===== src/design/seq_exec_pkg.sv =====
// Package with constants, instruction formats and carrier types of the sequencer instruction executor.
package seq_exec_pkg;

  // Program, register bank and APB address widths.
  localparam int PC_W = 10;
  localparam int BANK_AW = 10;
  localparam int APB_AW = 12;

  // Opcodes.
  localparam logic [3:0] OP_MASK_PAGE0 = 4'h0;
  localparam logic [3:0] OP_WRITE_IMM = 4'h1;
  localparam logic [3:0] OP_MASK_IMM = 4'h2;
  localparam logic [3:0] OP_VOUT = 4'h3;
  localparam logic [3:0] OP_REGULATOR_CONTROL_VALUE = 4'h4;
  localparam logic [3:0] OP_MASK_SREG = 4'h5;
  localparam logic [3:0] OP_SREG_READ = 4'h6;
  localparam logic [3:0] OP_WAIT = 4'h7;
  localparam logic [3:0] OP_END = 4'hc;
  localparam logic [3:0] OP_BIT_PAGE0 = 4'hd;
  localparam logic [3:0] OP_WIN_PAGE0 = 4'he;
  localparam logic [3:0] OP_SREG_IMM = 4'hf;

  // Wait types and the hardwired condition.
  localparam logic [1:0] WT_LOW = 2'h0;
  localparam logic [1:0] WT_HIGH = 2'h1;
  localparam logic [1:0] WT_RISE = 2'h2;
  localparam logic [1:0] WT_FALL = 2'h3;
  localparam logic [5:0] COND_ONE = 6'h3f;
  localparam int NUM_COND_PINS = 63;

  // Delay modes of the regulator control write.
  localparam logic [1:0] DM_MATCH_EN = 2'h0;
  localparam logic [1:0] DM_MATCH_ALL = 2'h1;

  // Regulator control field positions.
  localparam int VC_EN = 0;
  localparam int VC_SETPOINT_SELECTOR = 3;

  // Register bank address that holds the delay step code.
  localparam logic [BANK_AW-1:0] STEP_REG_ADDR = 10'h0f0;

  // Step timing: one step code unit lasts STEP_UNIT_NS.
  localparam int CLK_PERIOD_NS = 8;
  localparam int STEP_UNIT_NS = 1000;
  localparam int STEP_UNIT_CYCLES = (STEP_UNIT_NS + CLK_PERIOD_NS - 1) / CLK_PERIOD_NS;

  // APB register offsets and reset values.
  localparam logic [APB_AW-1:0] CTRL_OFS = 12'h000;
  localparam logic [APB_AW-1:0] START_OFS = 12'h004;
  localparam logic [APB_AW-1:0] STEP_OFS = 12'h008;
  localparam logic [APB_AW-1:0] STATUS_OFS = 12'h00c;
  localparam logic [APB_AW-1:0] EXT_OFS = 12'h010;
  localparam logic [APB_AW-1:0] SCRATCH_OFS = 12'h014;
  localparam logic [7:0] DFLT_STEP_RST = 8'h0a;
  localparam logic [PC_W-1:0] START_ADDR_RST = 10'h000;

  // Instruction formats, opcode in the low nibble.
  typedef struct packed {
    logic [1:0] pad; logic [7:0] mask; logic [7:0] data; logic [9:0] addr; logic [3:0] op;
  } mask_instr_t;
  typedef struct packed {
    logic [3:0] pad; logic [7:0] mask; logic [7:0] data; logic [7:0] addr; logic [3:0] op;
  } p0_instr_t;
  typedef struct packed {
    logic [15:0] pad; logic data; logic [2:0] bit_sel; logic [7:0] addr; logic [3:0] op;
  } bit_instr_t;
  typedef struct packed {
    logic [6:0] pad; logic [2:0] shift; logic [4:0] mask; logic [4:0] data; logic [7:0] addr; logic [3:0] op;
  } win_instr_t;
  typedef struct packed {
    logic [9:0] pad; logic [5:0] delay; logic [7:0] vout; logic [1:0] setpoint_selector; logic [1:0] buck; logic [3:0] op;
  } vout_instr_t;
  typedef struct packed {
    logic [5:0] pad; logic [1:0] mode; logic [5:0] delay; logic [5:0] mask; logic [5:0] value;
    logic [1:0] buck; logic [3:0] op;
  } regulator_control_value_instr_t;
  typedef struct packed {
    logic [7:0] pad; logic [7:0] mask; logic [9:0] addr; logic [1:0] sreg; logic [3:0] op;
  } sreg_instr_t;
  typedef struct packed {
    logic [2:0] pad; logic [9:0] dest; logic ext; logic [5:0] timeout; logic [1:0] typ;
    logic [5:0] cond; logic [3:0] op;
  } wait_instr_t;

  // Register bank command and per-regulator controls.
  typedef struct packed {
    logic req; logic we; logic [BANK_AW-1:0] addr; logic [7:0] wdata;
  } bank_cmd_t;
  typedef struct packed {
    logic [5:0] regulator_control_value; logic [7:0] vset1; logic [7:0] vset2;
  } buck_t;

endpackage : seq_exec_pkg


===== src/design/sequencer_instruction_executor.sv =====
// Sequencer instruction executor with APB control registers, register bank master and regulator controls.
//
// Summary of operation
// - Masked write stores data into addressed register; mask ones keep old bits.
// - Page-zero masked write does the same, address always in page 0.
// - Bit write replaces one selected bit of a page-zero register.
// - Window write merges 5-bit data and 5-bit mask; mask ones are don't-care.
// - Window data and mask shift left by shift operand before applying.
// - Output-voltage write sets one of two regulator setpoints after encoded delay.
// - Selector 0 first, 1 second, 2 active, 3 inactive setpoint.
// - Delay counts 0 to 63 steps; action performed when the count is reached.
// - Step size is default setting unless an earlier sequence instruction replaced it.
// - Regulator control write applies masked value to the six control fields.
// - Delay mode: 0 if enable differs, 1 if any bit differs, 2 always.
// - Scratch-to-register writes scratch content under mask to addressed register.
// - Scratch load reads addressed register into one of four scratch registers.
// - Scratch immediate stores its data byte in selected scratch register.
// - Wait stalls until condition level or edge matches, or timeout expires.
// - Timeout jumps to destination; met condition continues with next instruction.
// - Destination flag 0 is program address, 1 an external state identifier.
// - Condition 63 is constant one; low wait with zero timeout jumps.
// - Timeout is 0 to 63 steps of the current step size.
// - End instruction, opcode 0xc, stops the running task.
`timescale 1ns/1ps
`default_nettype none

module sequencer_instruction_executor
  import seq_exec_pkg::*;
#(
  parameter int STEP_CYCLES_PER_UNIT = seq_exec_pkg::STEP_UNIT_CYCLES
) (
  input wire logic pclk, // Clock, 125 MHz.
  input wire logic presetn, // Asynchronous reset, active low.
  input wire logic psel, // APB select.
  input wire logic penable, // APB enable.
  input wire logic pwrite, // APB direction, high for write.
  input wire logic [seq_exec_pkg::APB_AW-1:0] paddr, // APB byte address.
  input wire logic [31:0] pwdata, // APB write data.
  output logic [31:0] prdata, // APB read data.
  output logic pready, // APB ready.
  output logic pslverr, // APB error on unmapped address.
  output logic mem_req, // Program fetch request.
  output logic [seq_exec_pkg::PC_W-1:0] mem_addr, // Program fetch address.
  input wire logic [31:0] mem_rdata, // Fetched instruction word.
  input wire logic mem_ack, // Fetch completes.
  output seq_exec_pkg::bank_cmd_t bank, // Register bank command.
  input wire logic [7:0] bank_rdata, // Register bank read data.
  input wire logic bank_ack, // Register bank command taken.
  input wire logic [seq_exec_pkg::NUM_COND_PINS-1:0] cond_in, // Wait conditions 0 to 62.
  output seq_exec_pkg::buck_t [3:0] buck, // Regulator controls and setpoints.
  output logic seq_busy, // Sequence running.
  output logic seq_done, // Pulse when an end instruction finishes a task.
  output logic ext_valid, // Pulse when a wait jumps to an external state.
  output logic [seq_exec_pkg::PC_W-1:0] ext_state // External state identifier.
);
  import seq_exec_pkg::*;

  typedef enum logic [2:0] {S_IDLE, S_FETCH, S_EXEC, S_READ, S_WRITE, S_DELAY, S_WAIT} state_t;

  typedef struct packed {
    state_t st;
    logic [PC_W-1:0] pc;
    logic [31:0] instr;
    bank_cmd_t bank;
    logic mem_req;
    logic [PC_W-1:0] mem_addr;
    logic [7:0] wr_data;
    logic [7:0] wr_keep;
    logic [3:0][7:0] sreg;
    logic [7:0] step;
    logic [15:0] pre;
    logic [5:0] cnt;
    logic [5:0] lim;
    logic cond_prev;
    logic [NUM_COND_PINS-1:0] sync1;
    logic [NUM_COND_PINS-1:0] sync2;
    buck_t [3:0] buck;
    logic busy;
    logic done;
    logic ext_valid;
    logic [PC_W-1:0] ext_state;
    logic pready;
    logic [31:0] prdata;
    logic pslverr;
    logic [PC_W-1:0] start_addr;
    logic [7:0] dflt_step;
  } exec_state_t;

  localparam exec_state_t RESET_STATE = '{st: S_IDLE, step: DFLT_STEP_RST, dflt_step: DFLT_STEP_RST,
                                          start_addr: START_ADDR_RST, default: '0};

  exec_state_t q;
  exec_state_t d;

  // Keep-merge used by every masked write path and by the regulator control write.
  function automatic logic [7:0] merge(input logic [7:0] old, input logic [7:0] nw, input logic [7:0] keep);
    return (old & keep) | (nw & ~keep);
  endfunction : merge

  // True when the selected setpoint is the second one.
  function automatic logic pick_second(input logic [1:0] sel, input logic active_second);
    case (sel)
      2'h0: return 1'b0;
      2'h1: return 1'b1;
      2'h2: return active_second;
      default: return ~active_second;
    endcase
  endfunction : pick_second

  // APB register decode; 3'h7 is an unmapped address.
  function automatic logic [2:0] reg_sel(input logic [APB_AW-1:0] a);
    case (a)
      CTRL_OFS: return 3'h0;
      START_OFS: return 3'h1;
      STEP_OFS: return 3'h2;
      STATUS_OFS: return 3'h3;
      EXT_OFS: return 3'h4;
      SCRATCH_OFS: return 3'h5;
      default: return 3'h7;
    endcase
  endfunction : reg_sel

  mask_instr_t mi;
  p0_instr_t p0;
  bit_instr_t bi;
  win_instr_t wn;
  vout_instr_t vo;
  regulator_control_value_instr_t vc;
  sreg_instr_t si;
  wait_instr_t wi;
  logic [63:0] cond_all;
  logic cond_cur;
  logic cond_met;
  logic step_tick;
  logic [15:0] step_cycles;

  assign mi = mask_instr_t'(q.instr);
  assign p0 = p0_instr_t'(q.instr);
  assign bi = bit_instr_t'(q.instr);
  assign wn = win_instr_t'(q.instr);
  assign vo = vout_instr_t'(q.instr);
  assign vc = regulator_control_value_instr_t'(q.instr);
  assign si = sreg_instr_t'(q.instr);
  assign wi = wait_instr_t'(q.instr);

  // Condition 63 reads as constant one.
  assign cond_all = {1'b1, q.sync2};
  assign cond_cur = cond_all[wi.cond];
  assign step_cycles = 16'(({8'h00, q.step} + 16'h0001) * 16'(STEP_CYCLES_PER_UNIT));
  assign step_tick = (q.pre == step_cycles - 16'h0001);

  // Level checks on the current value, edge checks against the value sampled one cycle earlier.
  always_comb begin
    case (wi.typ)
      WT_LOW: cond_met = ~cond_cur;
      WT_HIGH: cond_met = cond_cur;
      WT_RISE: cond_met = cond_cur & ~q.cond_prev;
      default: cond_met = ~cond_cur & q.cond_prev;
    endcase
  end

  always_comb begin
    logic [5:0] new_vc;
    logic [1:0] b;
    logic need_delay;
    logic [7:0] full_vc;
    new_vc = '0;
    full_vc = '0;
    b = '0;
    need_delay = 1'b0;
    d = q;
    d.done = 1'b0;
    d.ext_valid = 1'b0;
    d.sync1 = cond_in;
    d.sync2 = q.sync1;
    d.cond_prev = cond_cur;
    case (q.st)
      S_IDLE: begin
        d.busy = 1'b0;
      end
      S_FETCH: begin
        d.mem_req = 1'b1;
        d.mem_addr = q.pc;
        if (q.mem_req && mem_ack) begin
          d.mem_req = 1'b0;
          d.instr = mem_rdata;
          d.st = S_EXEC;
        end
      end
      S_EXEC: begin
        d.pc = q.pc + 10'h001;
        d.st = S_FETCH;
        d.cnt = '0;
        d.pre = '0;
        case (mi.op)
          OP_MASK_IMM, OP_WRITE_IMM: begin
            d.bank = '{req: 1'b1, we: 1'b0, addr: mi.addr, wdata: 8'h00};
            d.wr_data = mi.data;
            d.wr_keep = (mi.op == OP_WRITE_IMM) ? 8'h00 : mi.mask;
            d.pc = q.pc;
            d.st = S_READ;
          end
          OP_MASK_PAGE0: begin
            d.bank = '{req: 1'b1, we: 1'b0, addr: {2'b00, p0.addr}, wdata: 8'h00};
            d.wr_data = p0.data;
            d.wr_keep = p0.mask;
            d.pc = q.pc;
            d.st = S_READ;
          end
          OP_BIT_PAGE0: begin
            d.bank = '{req: 1'b1, we: 1'b0, addr: {2'b00, bi.addr}, wdata: 8'h00};
            d.wr_data = {8{bi.data}};
            d.wr_keep = ~(8'h01 << bi.bit_sel);
            d.pc = q.pc;
            d.st = S_READ;
          end
          OP_WIN_PAGE0: begin
            d.bank = '{req: 1'b1, we: 1'b0, addr: {2'b00, wn.addr}, wdata: 8'h00};
            d.wr_data = {3'b000, wn.data} << wn.shift;
            d.wr_keep = ~({3'b000, ~wn.mask} << wn.shift);
            d.pc = q.pc;
            d.st = S_READ;
          end
          OP_MASK_SREG: begin
            d.bank = '{req: 1'b1, we: 1'b0, addr: si.addr, wdata: 8'h00};
            d.wr_data = q.sreg[si.sreg];
            d.wr_keep = si.mask;
            d.pc = q.pc;
            d.st = S_READ;
          end
          OP_SREG_READ: begin
            d.bank = '{req: 1'b1, we: 1'b0, addr: si.addr, wdata: 8'h00};
            d.pc = q.pc;
            d.st = S_READ;
          end
          OP_SREG_IMM: begin
            d.sreg[si.sreg] = si.addr[7:0];
          end
          OP_VOUT: begin
            d.lim = vo.delay;
            d.pc = q.pc;
            d.st = S_DELAY;
          end
          OP_REGULATOR_CONTROL_VALUE: begin
            b = vc.buck;
            full_vc = merge({2'b00, q.buck[b].regulator_control_value}, {2'b00, vc.value}, {2'b11, vc.mask});
            new_vc = full_vc[5:0];
            case (vc.mode)
              DM_MATCH_EN: need_delay = (new_vc[VC_EN] != q.buck[b].regulator_control_value[VC_EN]);
              DM_MATCH_ALL: need_delay = (new_vc != q.buck[b].regulator_control_value);
              default: need_delay = 1'b1;
            endcase
            d.lim = need_delay ? vc.delay : 6'h00;
            d.pc = q.pc;
            d.st = S_DELAY;
          end
          OP_WAIT: begin
            d.lim = wi.timeout;
            d.pc = q.pc;
            d.st = S_WAIT;
          end
          OP_END: begin
            d.busy = 1'b0;
            d.done = 1'b1;
            d.pc = q.pc;
            d.st = S_IDLE;
          end
          default: begin
          end
        endcase
      end
      S_READ: begin
        if (bank_ack) begin
          if (si.op == OP_SREG_READ) begin
            d.sreg[si.sreg] = bank_rdata;
            d.bank.req = 1'b0;
            d.pc = q.pc + 10'h001;
            d.st = S_FETCH;
          end else begin
            d.bank.we = 1'b1;
            d.bank.wdata = merge(bank_rdata, q.wr_data, q.wr_keep);
            d.st = S_WRITE;
          end
        end
      end
      S_WRITE: begin
        if (bank_ack) begin
          d.bank.req = 1'b0;
          d.bank.we = 1'b0;
          // A write to the step register replaces the step size for the rest of the sequence.
          if (q.bank.addr == STEP_REG_ADDR) begin
            d.step = q.bank.wdata;
          end
          d.pc = q.pc + 10'h001;
          d.st = S_FETCH;
        end
      end
      S_DELAY: begin
        if (q.cnt == q.lim) begin
          if (vo.op == OP_VOUT) begin
            b = vo.buck;
            if (pick_second(vo.setpoint_selector, q.buck[b].regulator_control_value[VC_SETPOINT_SELECTOR])) begin
              d.buck[b].vset2 = vo.vout;
            end else begin
              d.buck[b].vset1 = vo.vout;
            end
          end else begin
            b = vc.buck;
            full_vc = merge({2'b00, q.buck[b].regulator_control_value}, {2'b00, vc.value}, {2'b11, vc.mask});
            d.buck[b].regulator_control_value = full_vc[5:0];
          end
          d.pc = q.pc + 10'h001;
          d.st = S_FETCH;
        end else if (step_tick) begin
          d.pre = '0;
          d.cnt = q.cnt + 6'h01;
        end else begin
          d.pre = q.pre + 16'h0001;
        end
      end
      S_WAIT: begin
        if (cond_met) begin
          d.pc = q.pc + 10'h001;
          d.st = S_FETCH;
        end else if (q.cnt == q.lim) begin
          if (wi.ext) begin
            d.ext_state = wi.dest;
            d.ext_valid = 1'b1;
            d.busy = 1'b0;
            d.st = S_IDLE;
          end else begin
            d.pc = wi.dest;
            d.st = S_FETCH;
          end
        end else if (step_tick) begin
          d.pre = '0;
          d.cnt = q.cnt + 6'h01;
        end else begin
          d.pre = q.pre + 16'h0001;
        end
      end
      default: d.st = S_IDLE;
    endcase

    // APB slave: one wait state, answer in the second access cycle.
    d.pready = psel & penable & ~q.pready;
    if (psel && penable && !q.pready) begin
      d.pslverr = (reg_sel(paddr) == 3'h7);
      case (reg_sel(paddr))
        3'h1: d.prdata = {22'h0, q.start_addr};
        3'h2: d.prdata = {24'h0, q.dflt_step};
        3'h3: d.prdata = {6'h0, q.pc, 15'h0, q.busy};
        3'h4: d.prdata = {22'h0, q.ext_state};
        3'h5: d.prdata = q.sreg;
        default: d.prdata = 32'h00000000;
      endcase
    end
    if (psel && penable && q.pready && pwrite) begin
      case (reg_sel(paddr))
        3'h0: begin
          // A start while a sequence runs is ignored.
          if (pwdata[0] && q.st == S_IDLE) begin
            d.pc = q.start_addr;
            d.step = q.dflt_step;
            d.busy = 1'b1;
            d.st = S_FETCH;
          end
        end
        3'h1: d.start_addr = pwdata[PC_W-1:0];
        3'h2: d.dflt_step = pwdata[7:0];
        default: begin
        end
      endcase
    end
  end

  always_ff @(posedge pclk or negedge presetn) begin
    if (!presetn) begin
      q <= RESET_STATE;
    end else begin
      q <= d;
    end
  end

  assign prdata = q.prdata;
  assign pready = q.pready;
  assign pslverr = q.pslverr;
  assign mem_req = q.mem_req;
  assign mem_addr = q.mem_addr;
  assign bank = q.bank;
  assign buck = q.buck;
  assign seq_busy = q.busy;
  assign seq_done = q.done;
  assign ext_valid = q.ext_valid;
  assign ext_state = q.ext_state;
endmodule : sequencer_instruction_executor

`default_nettype wire


===== config.mk =====
export PLATFORM = sky130hd
export DESIGN_NAME = sequencer_instruction_executor
export DESIGN_NICKNAME = d
export VERILOG_FILES = /design/src/design/seq_exec_pkg.sv /design/src/design/sequencer_instruction_executor.sv
export SDC_FILE = /design/constraint.sdc
export NUM_CORES = 1
export LEC_CHECK = 0
export ABC_AREA = 1
export BUFFER_PORTS_ARGS = -buffer_cell sky130_fd_sc_hd__buf_4
export CAP_MARGIN = 25
export CORE_MARGIN = 8
export CORE_UTILIZATION = 52
export DETAILED_ROUTE_END_ITERATION = 10
export PLACE_DENSITY = 0.84
export SLEW_MARGIN = 20
export SYNTH_ARGS = -nofsm -noshare
export SYNTH_HDL_FRONTEND = slang
export SYNTH_SLANG_ARGS = --single-unit
export TNS_END_PERCENT = 5

===== constraint.sdc =====
create_clock -name pclk -period 5.7 [get_ports pclk]
set_clock_uncertainty 0.15 [all_clocks]
set_input_delay 0.57 -clock pclk [delete_from_list [all_inputs] [get_ports pclk]]
set_output_delay 0.57 -clock pclk [all_outputs]
set_load 0.03 [all_outputs]

# After elaboration in Yosys (flattened, before gate mapping)
# Index checks and enable logic that the tools add are counted.
# totals
regBits	438
input_bits	154
# op_classes
reduce_logical	39
add_sub_neg	5
n_mux	91
multipliers	1
order_cmp	3
bitwise	20
shift	3
eq_ne	47
# op_table
cell	n
88-bit bitwise mux	3
88-bit two-way mux	2
32-bit case mux with 5 select lines	1
22-bit demux with 2-bit select	3
13-bit two-way mux	8
32-bit two-way mux	3
8-bit two-way mux	12
22-bit two-way mux	4
16-bit case mux with 5 select lines	1
22-bit case mux with 3 select lines	1
32-bit bitwise mux	2
32-bit case mux with 2 select lines	1
20-bit case mux with 3 select lines	1
13-bit case mux with 4 select lines	1
10-bit case mux with 5 select lines	1
22-bit binary-select mux with 2-bit select	1
11-bit two-way mux	4
16-bit two-way mux	2
12-bit by 4-bit == test with 1-bit output (second input constant)	2
12-bit by 5-bit == test with 1-bit output (second input constant)	2
8-bit inverter	3
3-bit case mux with 7 select lines	1
10-bit two-way mux	2
3-bit == test (second input constant)	6
other kinds (64)	142

# Logic depth before layout (Yosys ltp)
# Gate-level depths: netlist of run 1.
# depth
word_depth	10
ltp_mapped	31
mapped_depth_nobuf	30

# Least setup slack after synthesis of run 1
# OpenSTA, ideal clock, no wires.
# synth_path
path_type	register -> register
start	reg q[309] in the netlist's numbering
end	reg q[287] in the netlist's numbering
arrival_time_ns	5.197
path_stages_with_launch	29
synth_period_minus_slack_ns	5.464
n_path_buf	0
setup_slack_ns	0.236
path_cell_list	dfstp_2 > ha_1 > nand3_1 > nor3_1 > or2_2 > nand2_1 > xor2_1 > inv_1 > ha_1 > inv_1 > fa_1 > fa_1 > fa_1 > inv_1 > ha_1 > nand2_1 > nor2_1 > nand2_1 > o211ai_1 > nand2_1 > nand2_1 > xor2_1 > inv_1 > nor2_1 > nand4_1 > nand2_1 > nand2_1 > nand2_1 > nand2_1
# synth_between
elab_chain_len	8
# synth_lines
element	line_no	text
start, declared	sequencer_instruction_executor.sv:92	exec_state_t q;
start signal, assigned	sequencer_instruction_executor.sv:379	q <= RESET_STATE;
start signal, assigned	sequencer_instruction_executor.sv:381	q <= d;
8-bit by 1-bit adder with 9-bit output (*)	sequencer_instruction_executor.sv:149	assign step_cycles = 16'(({8'h00, q.step} + 16'h0001) * 16'(STEP_CYCLES_PER_UNIT));
9-bit by 7-bit multiplier with 16-bit output (*)	sequencer_instruction_executor.sv:149	
16-bit by 1-bit subtractor with 16-bit output (*)	sequencer_instruction_executor.sv:150	assign step_tick = (q.pre == step_cycles - 16'h0001);
16-bit == test (*)	sequencer_instruction_executor.sv:150	
6-bit two-way mux (*)	n/a	
22-bit two-way mux (*)	n/a	
22-bit two-way mux	n/a	
22-bit case mux with 3 select lines (*)	n/a	
# Every way passes the cells marked *; elsewhere a longest branch is shown, timed or not. The select of a mux whose other input is x is not followed.
# A chain may end at the register's enable or synchronous reset.

# Worst setup path in the final report of run 1
# layout_path
start	reg q[309] in the netlist's numbering
end	reg q[293] in the netlist's numbering
# layout_between
elab_chain_len	8
# layout_lines
element	line_no	text
8-bit by 1-bit adder with 9-bit output (*)	sequencer_instruction_executor.sv:149	
9-bit by 7-bit multiplier with 16-bit output (*)	sequencer_instruction_executor.sv:149	
16-bit by 1-bit subtractor with 16-bit output (*)	sequencer_instruction_executor.sv:150	
16-bit == test (*)	sequencer_instruction_executor.sv:150	
16-bit two-way mux (*)	sequencer_instruction_executor.sv:314, sequencer_instruction_executor.sv:335	
22-bit two-way mux (*)	sequencer_instruction_executor.sv:325	end else if (q.cnt == q.lim) begin
22-bit two-way mux	sequencer_instruction_executor.sv:322	if (cond_met) begin
22-bit case mux with 3 select lines (*)	sequencer_instruction_executor.sv:177	case (q.st)
# Marks and branches as above.

==> results of run 1 <==
kinds of logic after synthesis:
group,Yosys count,share of synthesized area
xor gates and xnor gates,67,0.02566
muxes,5,0.002407
and+or+nand+nor,1014,0.1816
adders and majority gates,71,0.04640
AOI/OAI and AO/OA,579,0.1447
buffers and inverters,548,0.1197
DFF,438,0.4795
final cells by class:
cell class | count | share of cell area
repair buffers | 399 | 0.1185
clock buffers | 64 | 0.04898
clock inverters | 18 | 0.01242
diodes | 4 | 0.0003693
flip-flops and latches | 438 | 0.4046
well taps | 592 | 0.02733
multi-input cells | 1736 | 0.3471
inverters | 294 | 0.04072
layer usage:
| layer | vias to the layer above | track usage | routed length (um) |
|---|---|---|---|
| li1 | 9111 | - | - |
| met1 | 9716 | 0.3614 | 28650 |
| met2 | 1063 | 0.4685 | 35310 |
| met3 | 205 | 0.07544 | 7486 |
| met4 | 8 | 0.1069 | 2723 |
| met5 | - | 0 | 54 |
critical path, delay by kind of cell, from the launching register on:
family | cells | cell delay [ps]
AOI/OAI and AO/OA | 2 | 240
adders and majority gates | 5 | 2090
xor gates and xnor gates | 3 | 460
and+or+nand+nor | 12 | 1160
DFF | 1 | 570
buffers and inverters | 7 | 800
Yosys cell counts, types with 9 or more instances:
library cell / n
nor2_1: 202
nand4_1: 30
nor3_1: 12
a21oi_1: 67
or2_2: 10
fa_1: 23
o22ai_1: 39
o31ai_1: 11
a31oi_1: 15
clkbuf_1: 61
nand2_1: 635
a22o_1: 20
o21ai_0: 341
nand3_1: 93
a221oi_1: 12
nor4_1: 9
o21ai_1: 11
o211ai_1: 13
inv_2: 9
xnor2_1: 9
xor2_1: 58
a22oi_1: 11
buf_2: 24
buf_4: 163
a211oi_1: 10
inv_1: 278
dfrtp_1: 434
ha_1: 48
what timing repair did:
item,in CTS,in global routing
setup endpoints to repair,22,22
endpoints found under the hold margin,117,0
pin swaps,2,27
buffers inserted,0,5
gates resized for setup,7,45
cloned,1,0
hold buffers,64,0
sequential cells by signal, indices dropped and copies added (netlist names):
name	cells
bi	30
pslverr	1
ext_state	10
cond_all	63
bank	20
ext_valid	1
pready	1
mem_req	1
seq_done	1
prdata	32
d	63
buck	88
q	116
mem_addr	10
seq_busy	1
report_power, final:
group | internal (mW) | switching [mW]
Combinational | 0.106 | 0.132
Clock | 1.96 | 1.34
Sequential | 3.16 | 0.0214
Total | 5.22 | 1.49
worst max-delay path by stage:
stage / startpoint / endpoint / slack [ps]
final: q[309]$_DFF_PN1_ / q[293]$_DFFE_PN0P_ / 150
after global routing: q[309]$_DFF_PN1_ / q[292]$_DFFE_PN0P_ / -130
after CTS: q[309]$_DFF_PN1_ / q[292]$_DFFE_PN0P_ / 10
after detailed placement: q[309]$_DFF_PN1_ / q[294]$_DFFE_PN0P_ / -50
after global placement: q[309]$_DFF_PN1_ / q[307]$_DFFE_PN0P_ / 130
after floorplan: q[309]$_DFF_PN1_ / q[287]$_DFFE_PN0P_ / 240
stage by stage:
stage	TNS, ps	setup slack (ps)	area [sq um]	instances	power, mW
after floorplan	0	236.0	22870	2722	3.269
after global placement	0	129.7	24470	3387	3.422
after detailed placement	-329.3	-46.52	24470	3387	3.430
after CTS	0	11.23	26800	3534	6.724
after global routing	-2222	-134.4	27090	3542	6.894
final	0	146.5	27100	3545	6.714
==> flow_metrics.env, run 1 <==
export IMPL_status="complete, no violations"
export IMPL_clock_sinks=438
export IMPL_synthDistinctLibCells=59
export IMPL_yosysWarningCount=0
export IMPL_regArea_sq_mm=0.01097
export IMPL_reg2reg_depth=29
export IMPL_dieArea_sq_mm=0.05094
export IMPL_fin_nets=3139
export IMPL_finalHoldViolCount=0
export IMPL_grt_start_max_net_pins=145
export IMPL_area_growth_pct=18.51
export IMPL_die_y_um=225.7
export IMPL_core_sq_mm=0.04384
export IMPL_critPathKind="reg -> reg"
export IMPL_max_freq_ghz=0.1801
export IMPL_cts_htree_levels=2
export IMPL_first_global_vias=20020
export IMPL_tritoncts="yes"
export IMPL_ant_nets=0
export IMPL_firstDrtPassIters=5
export IMPL_hold_depth=3
export IMPL_drt_iter0_markers=2577
export IMPL_ys_flop_type="dfrtp_1"
export IMPL_grt_pass1_wl_um=114300
export IMPL_slew_headroom=0.3257
export IMPL_post_route_util=0.6182
export IMPL_min_period_ps=5554
export IMPL_syn_inst=2722
export IMPL_crit_top_cell="nand2_1"
export IMPL_yosys_top_cells_area="dfrtp_1, nand2_1, o21ai_0"
export IMPL_crit_path_max_fanout=5
export IMPL_cts_buffers=45
export IMPL_power_density_mw_per_mm2=247.7
export IMPL_antenna_found_initial=6
export IMPL_clkSlewWorstSetupHoldPaths_ps=70
export IMPL_maxCapViolCount=0
export IMPL_min_to="bi[21]$_DFFE_PN0P_"
export IMPL_multi_input_area_sq_mm=0.009407
export IMPL_die_x_um=225.7
export IMPL_ys_async_sr_fraction=1.000
export IMPL_slew_viol_final=0
export IMPL_cts_root_buf="clkbuf_16"
export IMPL_place_congestion=0.9755
export IMPL_hp_class="in -> reg"
export IMPL_drive_gt1_frac=0.1658
export IMPL_hold_ws_ps=33.36
export IMPL_crit_reg2reg_capture="q[293]$_DFFE_PN0P_"
export IMPL_max_slew_worst_pin_slew_ps=1011
export IMPL_rsz0062_at_grt="true"
export IMPL_setup_viol=0
export IMPL_synth_top_cell_by_area="dfrtp_1"
export IMPL_fin_crit_sh=0.9743
export IMPL_synth_top_cell_area_share=0.4749
export IMPL_num_rows=77
export IMPL_hp_start="mem_rdata[21]"
export IMPL_slowest_stage="dfstp_2"
export IMPL_max_clock_path_buffers=3
export IMPL_portBuffers=295
export IMPL_peakVddDrop_v=0.0003037
export IMPL_clock_latency_ps=610
export IMPL_synth_seq_cells=438
export IMPL_startpoint_type="register"
export IMPL_gr_usage_all_layers=0.2859
export IMPL_cp_data_required_time_ps=6050
export IMPL_end_kind="register"
export IMPL_wl_per_cell_um=20.94
export IMPL_post_route_drc_count=0
export IMPL_num_vias=20100
export IMPL_netlist_area_sq_mm=0.02287
export IMPL_layout_common_cells="nand2_1, dfrtp_1, o21ai_0, buf_4, inv_1"
export IMPL_worstPathArrival_ps=5900
export IMPL_avgViaCountPerCell=5.671
export IMPL_start_util=0.5217
export IMPL_p_leak_nw=13.42
export IMPL_reg2reg_slack_ps=150
export IMPL_syn_area_per_cell_sq_um=8.401
export IMPL_wl_um=74220
export IMPL_fillCellCount=3527
export IMPL_synthesis_nets=2947
export IMPL_mostFrequentLayoutCell="nand2_1"
export IMPL_synth_edf_count=0
export IMPL_pin_count=320
export IMPL_hpwl_um=51530
export IMPL_crit_path_max_incr_delay_ps=570
export IMPL_grt_overflow_total=0
export IMPL_synth_seq_area_share=0.4795
export IMPL_reg2reg_from="q[309]$_DFF_PN1_"
No activity file was read; power rests on OpenSTA's default activity.
==> inputs of run 2 (changes only) <==
--- a/config.mk
+++ b/config.mk
@@ -11,7 +11,7 @@
 export CORE_MARGIN = 8
 export CORE_UTILIZATION = 52
 export DETAILED_ROUTE_END_ITERATION = 10
-export PLACE_DENSITY = 0.84
+export PLACE_DENSITY = 0.81
 export SLEW_MARGIN = 20
 export SYNTH_ARGS = -nofsm -noshare
 export SYNTH_HDL_FRONTEND = slang
==> constraint.sdc (replaced) <==
create_clock -name pclk -period 5.9 [get_ports pclk]
set_clock_uncertainty 0.15 [all_clocks]
set_input_delay 0.59 -clock pclk [delete_from_list [all_inputs] [get_ports pclk]]
set_output_delay 0.59 -clock pclk [all_outputs]
set_load 0.03 [all_outputs]
==> run 2 against run 1 <==
  * Count of clock-buffer cells in the layout grew 8
  * Global-route usage fell by 0.39 points
  * Cell count shrank 0.17%
  * Non-clock buffer count shrank 6
  * Maximum frequency down 1.1%
  * Utilization fell by 0.83 points
  * Largest power group is now registers
==> flow_metrics.env, run 2 (synthesis gave the netlist of run 1 again) <==
export IMPL_clock_sinks=438
export IMPL_clock_latency_ps=600
export IMPL_reg2reg_from="q[309]$_DFF_PN1_"
export IMPL_mostFrequentLayoutCell="nand2_1"
export IMPL_final_area_sq_mm=0.02674
export IMPL_cp_data_required_time_ps=6250
export IMPL_gr_usage_met1=0.3527
export IMPL_grt_overflow_total=0
export IMPL_hp_start="mem_rdata[2]"
export IMPL_hpwl_um=51480
export IMPL_portBuffers=295
export IMPL_hp_class="in -> reg"
export IMPL_seqPwrFrac=0.496
export IMPL_antenna_found_initial=12
export IMPL_finalHoldViolCount=0
export IMPL_pwr_share_clk=0.468
export IMPL_p_switching_mw=1.372
export IMPL_reg2reg_depth=30
export IMPL_ant_nets=0
export IMPL_tritoncts="yes"
export IMPL_crit_reg2reg_capture="q[292]$_DFFE_PN0P_"
export IMPL_power_density_mw_per_mm2=231.9
export IMPL_die_x_um=225.7
export IMPL_placed_cells=3380
export IMPL_met2_usage=0.4633
export IMPL_max_freq_ghz=0.1781
export IMPL_grt_pass1_wl_um=112800
export IMPL_die_y_um=225.7
export IMPL_reg2reg_slack_ps=280
export IMPL_slew_headroom=0.3403
export IMPL_drt_iter0_markers=2059
export IMPL_firstDrtPassIters=6
export IMPL_p_sw_frac=0.2213
export IMPL_crit_path_max_incr_delay_ps=570
export IMPL_fin_cells=3539
export IMPL_grt_util_met3=0.07635
export IMPL_cts_root_buf="clkbuf_16"
export IMPL_end_kind="register"
export IMPL_largest_register_ffs=116
export IMPL_start_util=0.5217
export IMPL_peakVddDrop_v=0.0002962
export IMPL_placed_cell_area_sq_mm=0.02440
export IMPL_max_slew_worst_pin_slew_ps=988.1
export IMPL_grt_start_max_net_pins=127
export IMPL_post_route_drc_count=0
export IMPL_slew_viol_final=0
export IMPL_place_congestion=0.9539
export IMPL_slowest_stage="dfstp_2"
export IMPL_finalSetupTns_ps=0
export IMPL_area_growth_pct=16.91
export IMPL_core_sq_mm=0.04384
export IMPL_wl_um=72300
export IMPL_layout_common_cells="nand2_1, dfrtp_1, o21ai_0, buf_4, inv_1"
export IMPL_num_rows=77
export IMPL_status="complete, no violations"
export IMPL_power_frac_comb=0.036
export IMPL_num_vias=19910
export IMPL_setup_viol=0
export IMPL_maxCapViolCount=0
export IMPL_worstPathArrival_ps=5960
export IMPL_fin_crit_sh=0.9519
export IMPL_first_global_vias=20020
export IMPL_cts_htree_levels=2
export IMPL_gr_usage_all_layers=0.2820
export IMPL_clkSlewWorstSetupHoldPaths_ps=60
export IMPL_regMostFlops="q"
export IMPL_startpoint_type="register"
export IMPL_pin_count=320
export IMPL_cts_buffers=45
export IMPL_hold_depth=3
export IMPL_drive_gt1_frac=0.1557
export IMPL_max_clock_path_buffers=3
export IMPL_critPathKind="reg -> reg"
export IMPL_min_period_ps=5616
export IMPL_avgViaCountPerCell=5.626
export IMPL_min_to="bi[2]$_DFFE_PN0P_"
export IMPL_p_leak_nw=13.27
export IMPL_fin_nets=3133
export IMPL_busiest_layer="met2"
export IMPL_crit_path_max_fanout=5
export IMPL_wl_per_cell_um=20.43
export IMPL_dieArea_sq_mm=0.05094
export IMPL_p_int_mw=4.827
==> run 2: cell types whose count changed in the layout (fill, tap and decap cells not counted), moves of 3 or more <==
cell / before / now
clkbuf_1: 6 / 14
nand2_1: 624 / 630
bufinv_16: 7 / 2
buf_6: 6 / 2
ha_4: 7 / 3
nand2_2: 10 / 6
buf_4: 326 / 323
clkinv_2: 6 / 3
ha_2: 0 / 3
inv_1: 274 / 277
inv_2: 13 / 10
o21ai_0: 337 / 340
==> run 2: cell type report <==
type | instances | area, sq um
Antenna cell | 5 | 12.51
Timing Repair Buffer | 393 | 3143
Inverter | 294 | 1104
Sequential cell | 438 | 10970
Clock buffer | 72 | 1358
Fill cell | 3654 | 17100
Clock inverter | 9 | 142.6
Multi-Input combinational cell | 1736 | 9269
Tap cell | 592 | 740.7
==> run 2: stage by stage <==
step             util  power (mW)  setup WS (ps)  hold WS [ps]
2_1_floorplan       -       3.158          436.0         144.4
3_3_place_gp   0.5562       3.305          233.8         181.6
3_5_place_dp   0.5567       3.312          107.7         184.7
4_1_cts        0.6055       6.227          97.91         19.84
5_1_grt        0.6097       6.368         -17.35         47.19
6_report       0.6099       6.199          284.1         48.47
==> run 2: worst max-delay path, delay by kind of cell (launching register included) <==
kind,cells,cell delay (ps)
compound gates,2,230
fa+ha+maj,6,2260
flops,1,570
simple gates,11,810
xor+xnor,3,500
buf+inv,8,1010
==> run 2: power groups by stage <==
stage / sequential (mW) / clock, mW / combinational (mW)
final: 3.07 / 2.90 / 0.225
after global routing: 3.07 / 3.05 / 0.248
after CTS: 3.07 / 2.93 / 0.224
after detailed placement: 3.12 / 0 / 0.189
after global placement: 3.12 / 0 / 0.185
after floorplan: 3.12 / 0 / 0.0372
==> run 2: worst max-delay path by stage <==
stage                      from                  to  slack (ps)
5_1_grt        q[309]$_DFF_PN1_  q[292]$_DFFE_PN0P_         -20
3_3_place_gp   q[309]$_DFF_PN1_  q[290]$_DFFE_PN0P_         230
3_5_place_dp   q[309]$_DFF_PN1_  q[286]$_DFFE_PN0P_         110
2_1_floorplan  q[309]$_DFF_PN1_  q[287]$_DFFE_PN0P_         440
4_1_cts        q[309]$_DFF_PN1_  q[290]$_DFFE_PN0P_         100
6_report       q[309]$_DFF_PN1_  q[292]$_DFFE_PN0P_         280
==> run 2: per-layer routing <==
metal  part of all wire  vias up
li1                   -     9121
met1               0.39     9541
met2               0.47     1046
met3               0.10      188
met4              0.038       14
met5             0.0014        -
==> run 2: timing repair <==
item	4_1_cts	5_1_grt
buffers inserted	0	6
resized for setup	0	22
endpoints found under the setup margin	0	22
endpoints found under the hold margin	178	0
hold buffers	64	0
==> inputs of run 3 (changes only) <==
--- a/config.mk
+++ b/config.mk
@@ -11,6 +11,7 @@
 export CORE_MARGIN = 8
 export CORE_UTILIZATION = 52
 export DETAILED_ROUTE_END_ITERATION = 10
+export GPL_TIMING_DRIVEN = 0
 export PLACE_DENSITY = 0.81
 export SLEW_MARGIN = 20
 export SYNTH_ARGS = -nofsm -noshare
==> run 3 against run 2 <==
  * Cell count is 6.6% higher
  * Utilization is 4.0 points higher
  * Cell area is 6.6% higher
  * Wire length is 6.9% higher
  * Sequential cell count stayed put
  * Die area stayed put
  * Sequential share of layout area is 2.5 points lower
  * Combinational power is 8.9% higher
  * Power is 3.9% higher
  * Worst setup slack worse by 52 ps
  * Sequential power hardly changed
  * Count of clock-buffer cells in the layout is 10 lower
  * Critical path type unchanged
  * Largest power group is now the clock network
==> flow_metrics.env, run 3 (synthesis gave the netlist of run 1 again) <==
export IMPL_power_density_mw_per_mm2=226.1
export IMPL_peakVddDrop_v=0.0004088
export IMPL_dieArea_sq_mm=0.05094
export IMPL_wl_per_cell_um=20.49
export IMPL_die_y_um=225.7
export IMPL_portBuffers=295
export IMPL_die_x_um=225.7
export IMPL_fin_crit_sh=0.9607
export IMPL_p_leak_nw=14.37
export IMPL_cts_htree_levels=2
export IMPL_critPathKind="reg -> reg"
export IMPL_clkSlewWorstSetupHoldPaths_ps=60
export IMPL_crit_path_max_fanout=10
export IMPL_tritoncts="yes"
export IMPL_clock_latency_ps=600
export IMPL_first_global_vias=20990
export IMPL_highest_layer="met5"
export IMPL_wl_met3_um=7344
export IMPL_total_power_mw=6.442
export IMPL_max_slew_worst_pin_slew_ps=1001
export IMPL_routed_wl_met2_um=36720
export IMPL_firstDrtPassIters=6
export IMPL_grt_overflow_total=0
export IMPL_slew_headroom=0.3258
export IMPL_finalHoldViolCount=0
export IMPL_max_clock_path_buffers=3
export IMPL_maxCapViolCount=0
export IMPL_drive_gt1_frac=0.2016
export IMPL_post_route_util=0.6500
export IMPL_grt_pass1_wl_um=118700
export IMPL_end_kind="register"
export IMPL_max_freq_ghz=0.1764
export IMPL_slew_viol_final=0
export IMPL_start_util=0.5217
export IMPL_ant_nets=0
export IMPL_status="complete, no violations"
export IMPL_regMostFlops="q"
export IMPL_cts_buffers=45
export IMPL_min_period_ps=5668
export IMPL_avgViaCountPerCell=5.599
export IMPL_gr_usage_all_layers=0.2995
export IMPL_pin_count=320
export IMPL_hp_class="in -> reg"
export IMPL_drt_iter0_markers=2447
export IMPL_antenna_found_initial=2
export IMPL_startpoint_type="register"
export IMPL_setup_viol=0
export IMPL_fin_nets=3368
export IMPL_clock_sinks=438
export IMPL_wl_um=77300
export IMPL_cp_data_required_time_ps=6200
export IMPL_num_rows=77
export IMPL_hpwl_um=55220
export IMPL_mostFrequentLayoutCell="nand2_1"
export IMPL_area_growth_pct=24.60
export IMPL_largest_register_ffs=116
export IMPL_worstPathArrival_ps=5970
export IMPL_post_route_drc_count=0
export IMPL_num_vias=21120
export IMPL_grt_start_max_net_pins=105
export IMPL_layout_common_cells="nand2_1, buf_4, dfrtp_1, o21ai_0, inv_1"
export IMPL_rsz0062_at_grt="true"
export IMPL_cts_root_buf="clkbuf_16"
export IMPL_place_congestion=0.9926
export IMPL_core_sq_mm=0.04384
export IMPL_wl_met1_um=29870
## run 3: changes by cell type in the layout (fill, tap and decap cells not counted), moves of 4 or more
cell / previous run / this run
clkbuf_8: 13 / 7
buf_4: 323 / 468
clkinvlp_4: 0 / 4
buf_16: 0 / 5
diode_2: 5 / 1
clkbuf_1: 14 / 70
buf_2: 1 / 22
bufinv_16: 2 / 7
## run 3: what timing repair did
action | 4_1_cts | 5_1_grt
buffers inserted | 3 | 8
hold buffers | 64 | 0
gates resized for setup | 11 | 22
endpoints found under the setup margin | 22 | 22
pin swaps | 1 | 6
hold endpoints to repair | 262 | 0
cloned | 0 | 0
## run 3: worst paths after layout
kind | startpoint | to | slack (ps) | cells past startpoint
min reg2reg | d[178]$_DFF_PN0_ | cond_all[25]$_DFF_PN0_ | 200 | 0
max | q[309]$_DFF_PN1_ | q[303]$_DFFE_PN0P_ | 230 | 27
max in group asynchronous | presetn | prdata[27]$_DFFE_PN0P_ | 3550 | 6
min | mem_rdata[2] | bi[2]$_DFFE_PN0P_ | 60 | 3
min in group asynchronous | presetn | buck[28]$_DFFE_PN0P_ | 230 | 2
max reg2reg | q[309]$_DFF_PN1_ | q[303]$_DFFE_PN0P_ | 230 | 27
## run 3: critical path, stage by stage, from the launching register on
cell and delay, ps:
dfstp_2 600, nand4_1 200, nor2_4 210, nand3_2 110
xor2_2 260, inv_1 180, ha_1 320, inv_1 50
fa_1 560, fa_1 450, fa_1 500, inv_1 60
ha_4 290, nand2_1 70, nor2_1 100, nand2_1 60
o211ai_1 150, buf_4 170, xor2_1 140, nand2_1 60
nor2_1 110, nand4_1 100, buf_4 180, clkbuf_4 180
nand2_1 70, nor2_1 40, nand2_1 70, o21ai_1 70
## run 3: routing by layer
metal | global-route usage | vias to the layer above
met3 | 0.07090 | 219
met1 | 0.3784 | 10170
li1 | - | 9589
met4 | 0.1220 | 2
met5 | 0 | -
met2 | 0.4925 | 1147
## run 3: area by class of cell
class	count	area [sq um]
antenna	1	2.502
buffer	253	1634
clock buffer	62	1260
clock inverter	22	350.3
fill	3505	15340
inverter	294	1104
multi-input combinational	1736	9339
sequential	438	10970
tap	592	740.7
timing repair buffer	375	3095
## run 3: metrics by stage
| step | instances | setup TNS [ps] | area, sq um | hold slack [ps] | setup WS (ps) |
|---|---|---|---|---|---|
| finish | 3773 | 0 | 28490 | 60.88 | 232.0 |
| global route | 3772 | -305.6 | 28490 | 53.36 | -61.31 |
| CTS | 3764 | 0 | 28300 | 29.69 | 11.19 |
| detailed placement | 3614 | -5905 | 25970 | 184.7 | -459.2 |
| global placement | 3609 | -13360 | 25820 | 183.2 | -320.6 |
| floorplan | 2722 | 0 | 22870 | 144.4 | 436.0 |
## run 3: where the power goes
part | internal (mW) | leakage [nW] | switching (mW) | total, mW
Clock | 1.83 | 0.775 | 1.30 | 3.12
Sequential | 3.05 | 5.44 | 0.0221 | 3.07
Combinational | 0.112 | 8.16 | 0.132 | 0.245
Total | 4.99 | 14.4 | 1.45 | 6.44
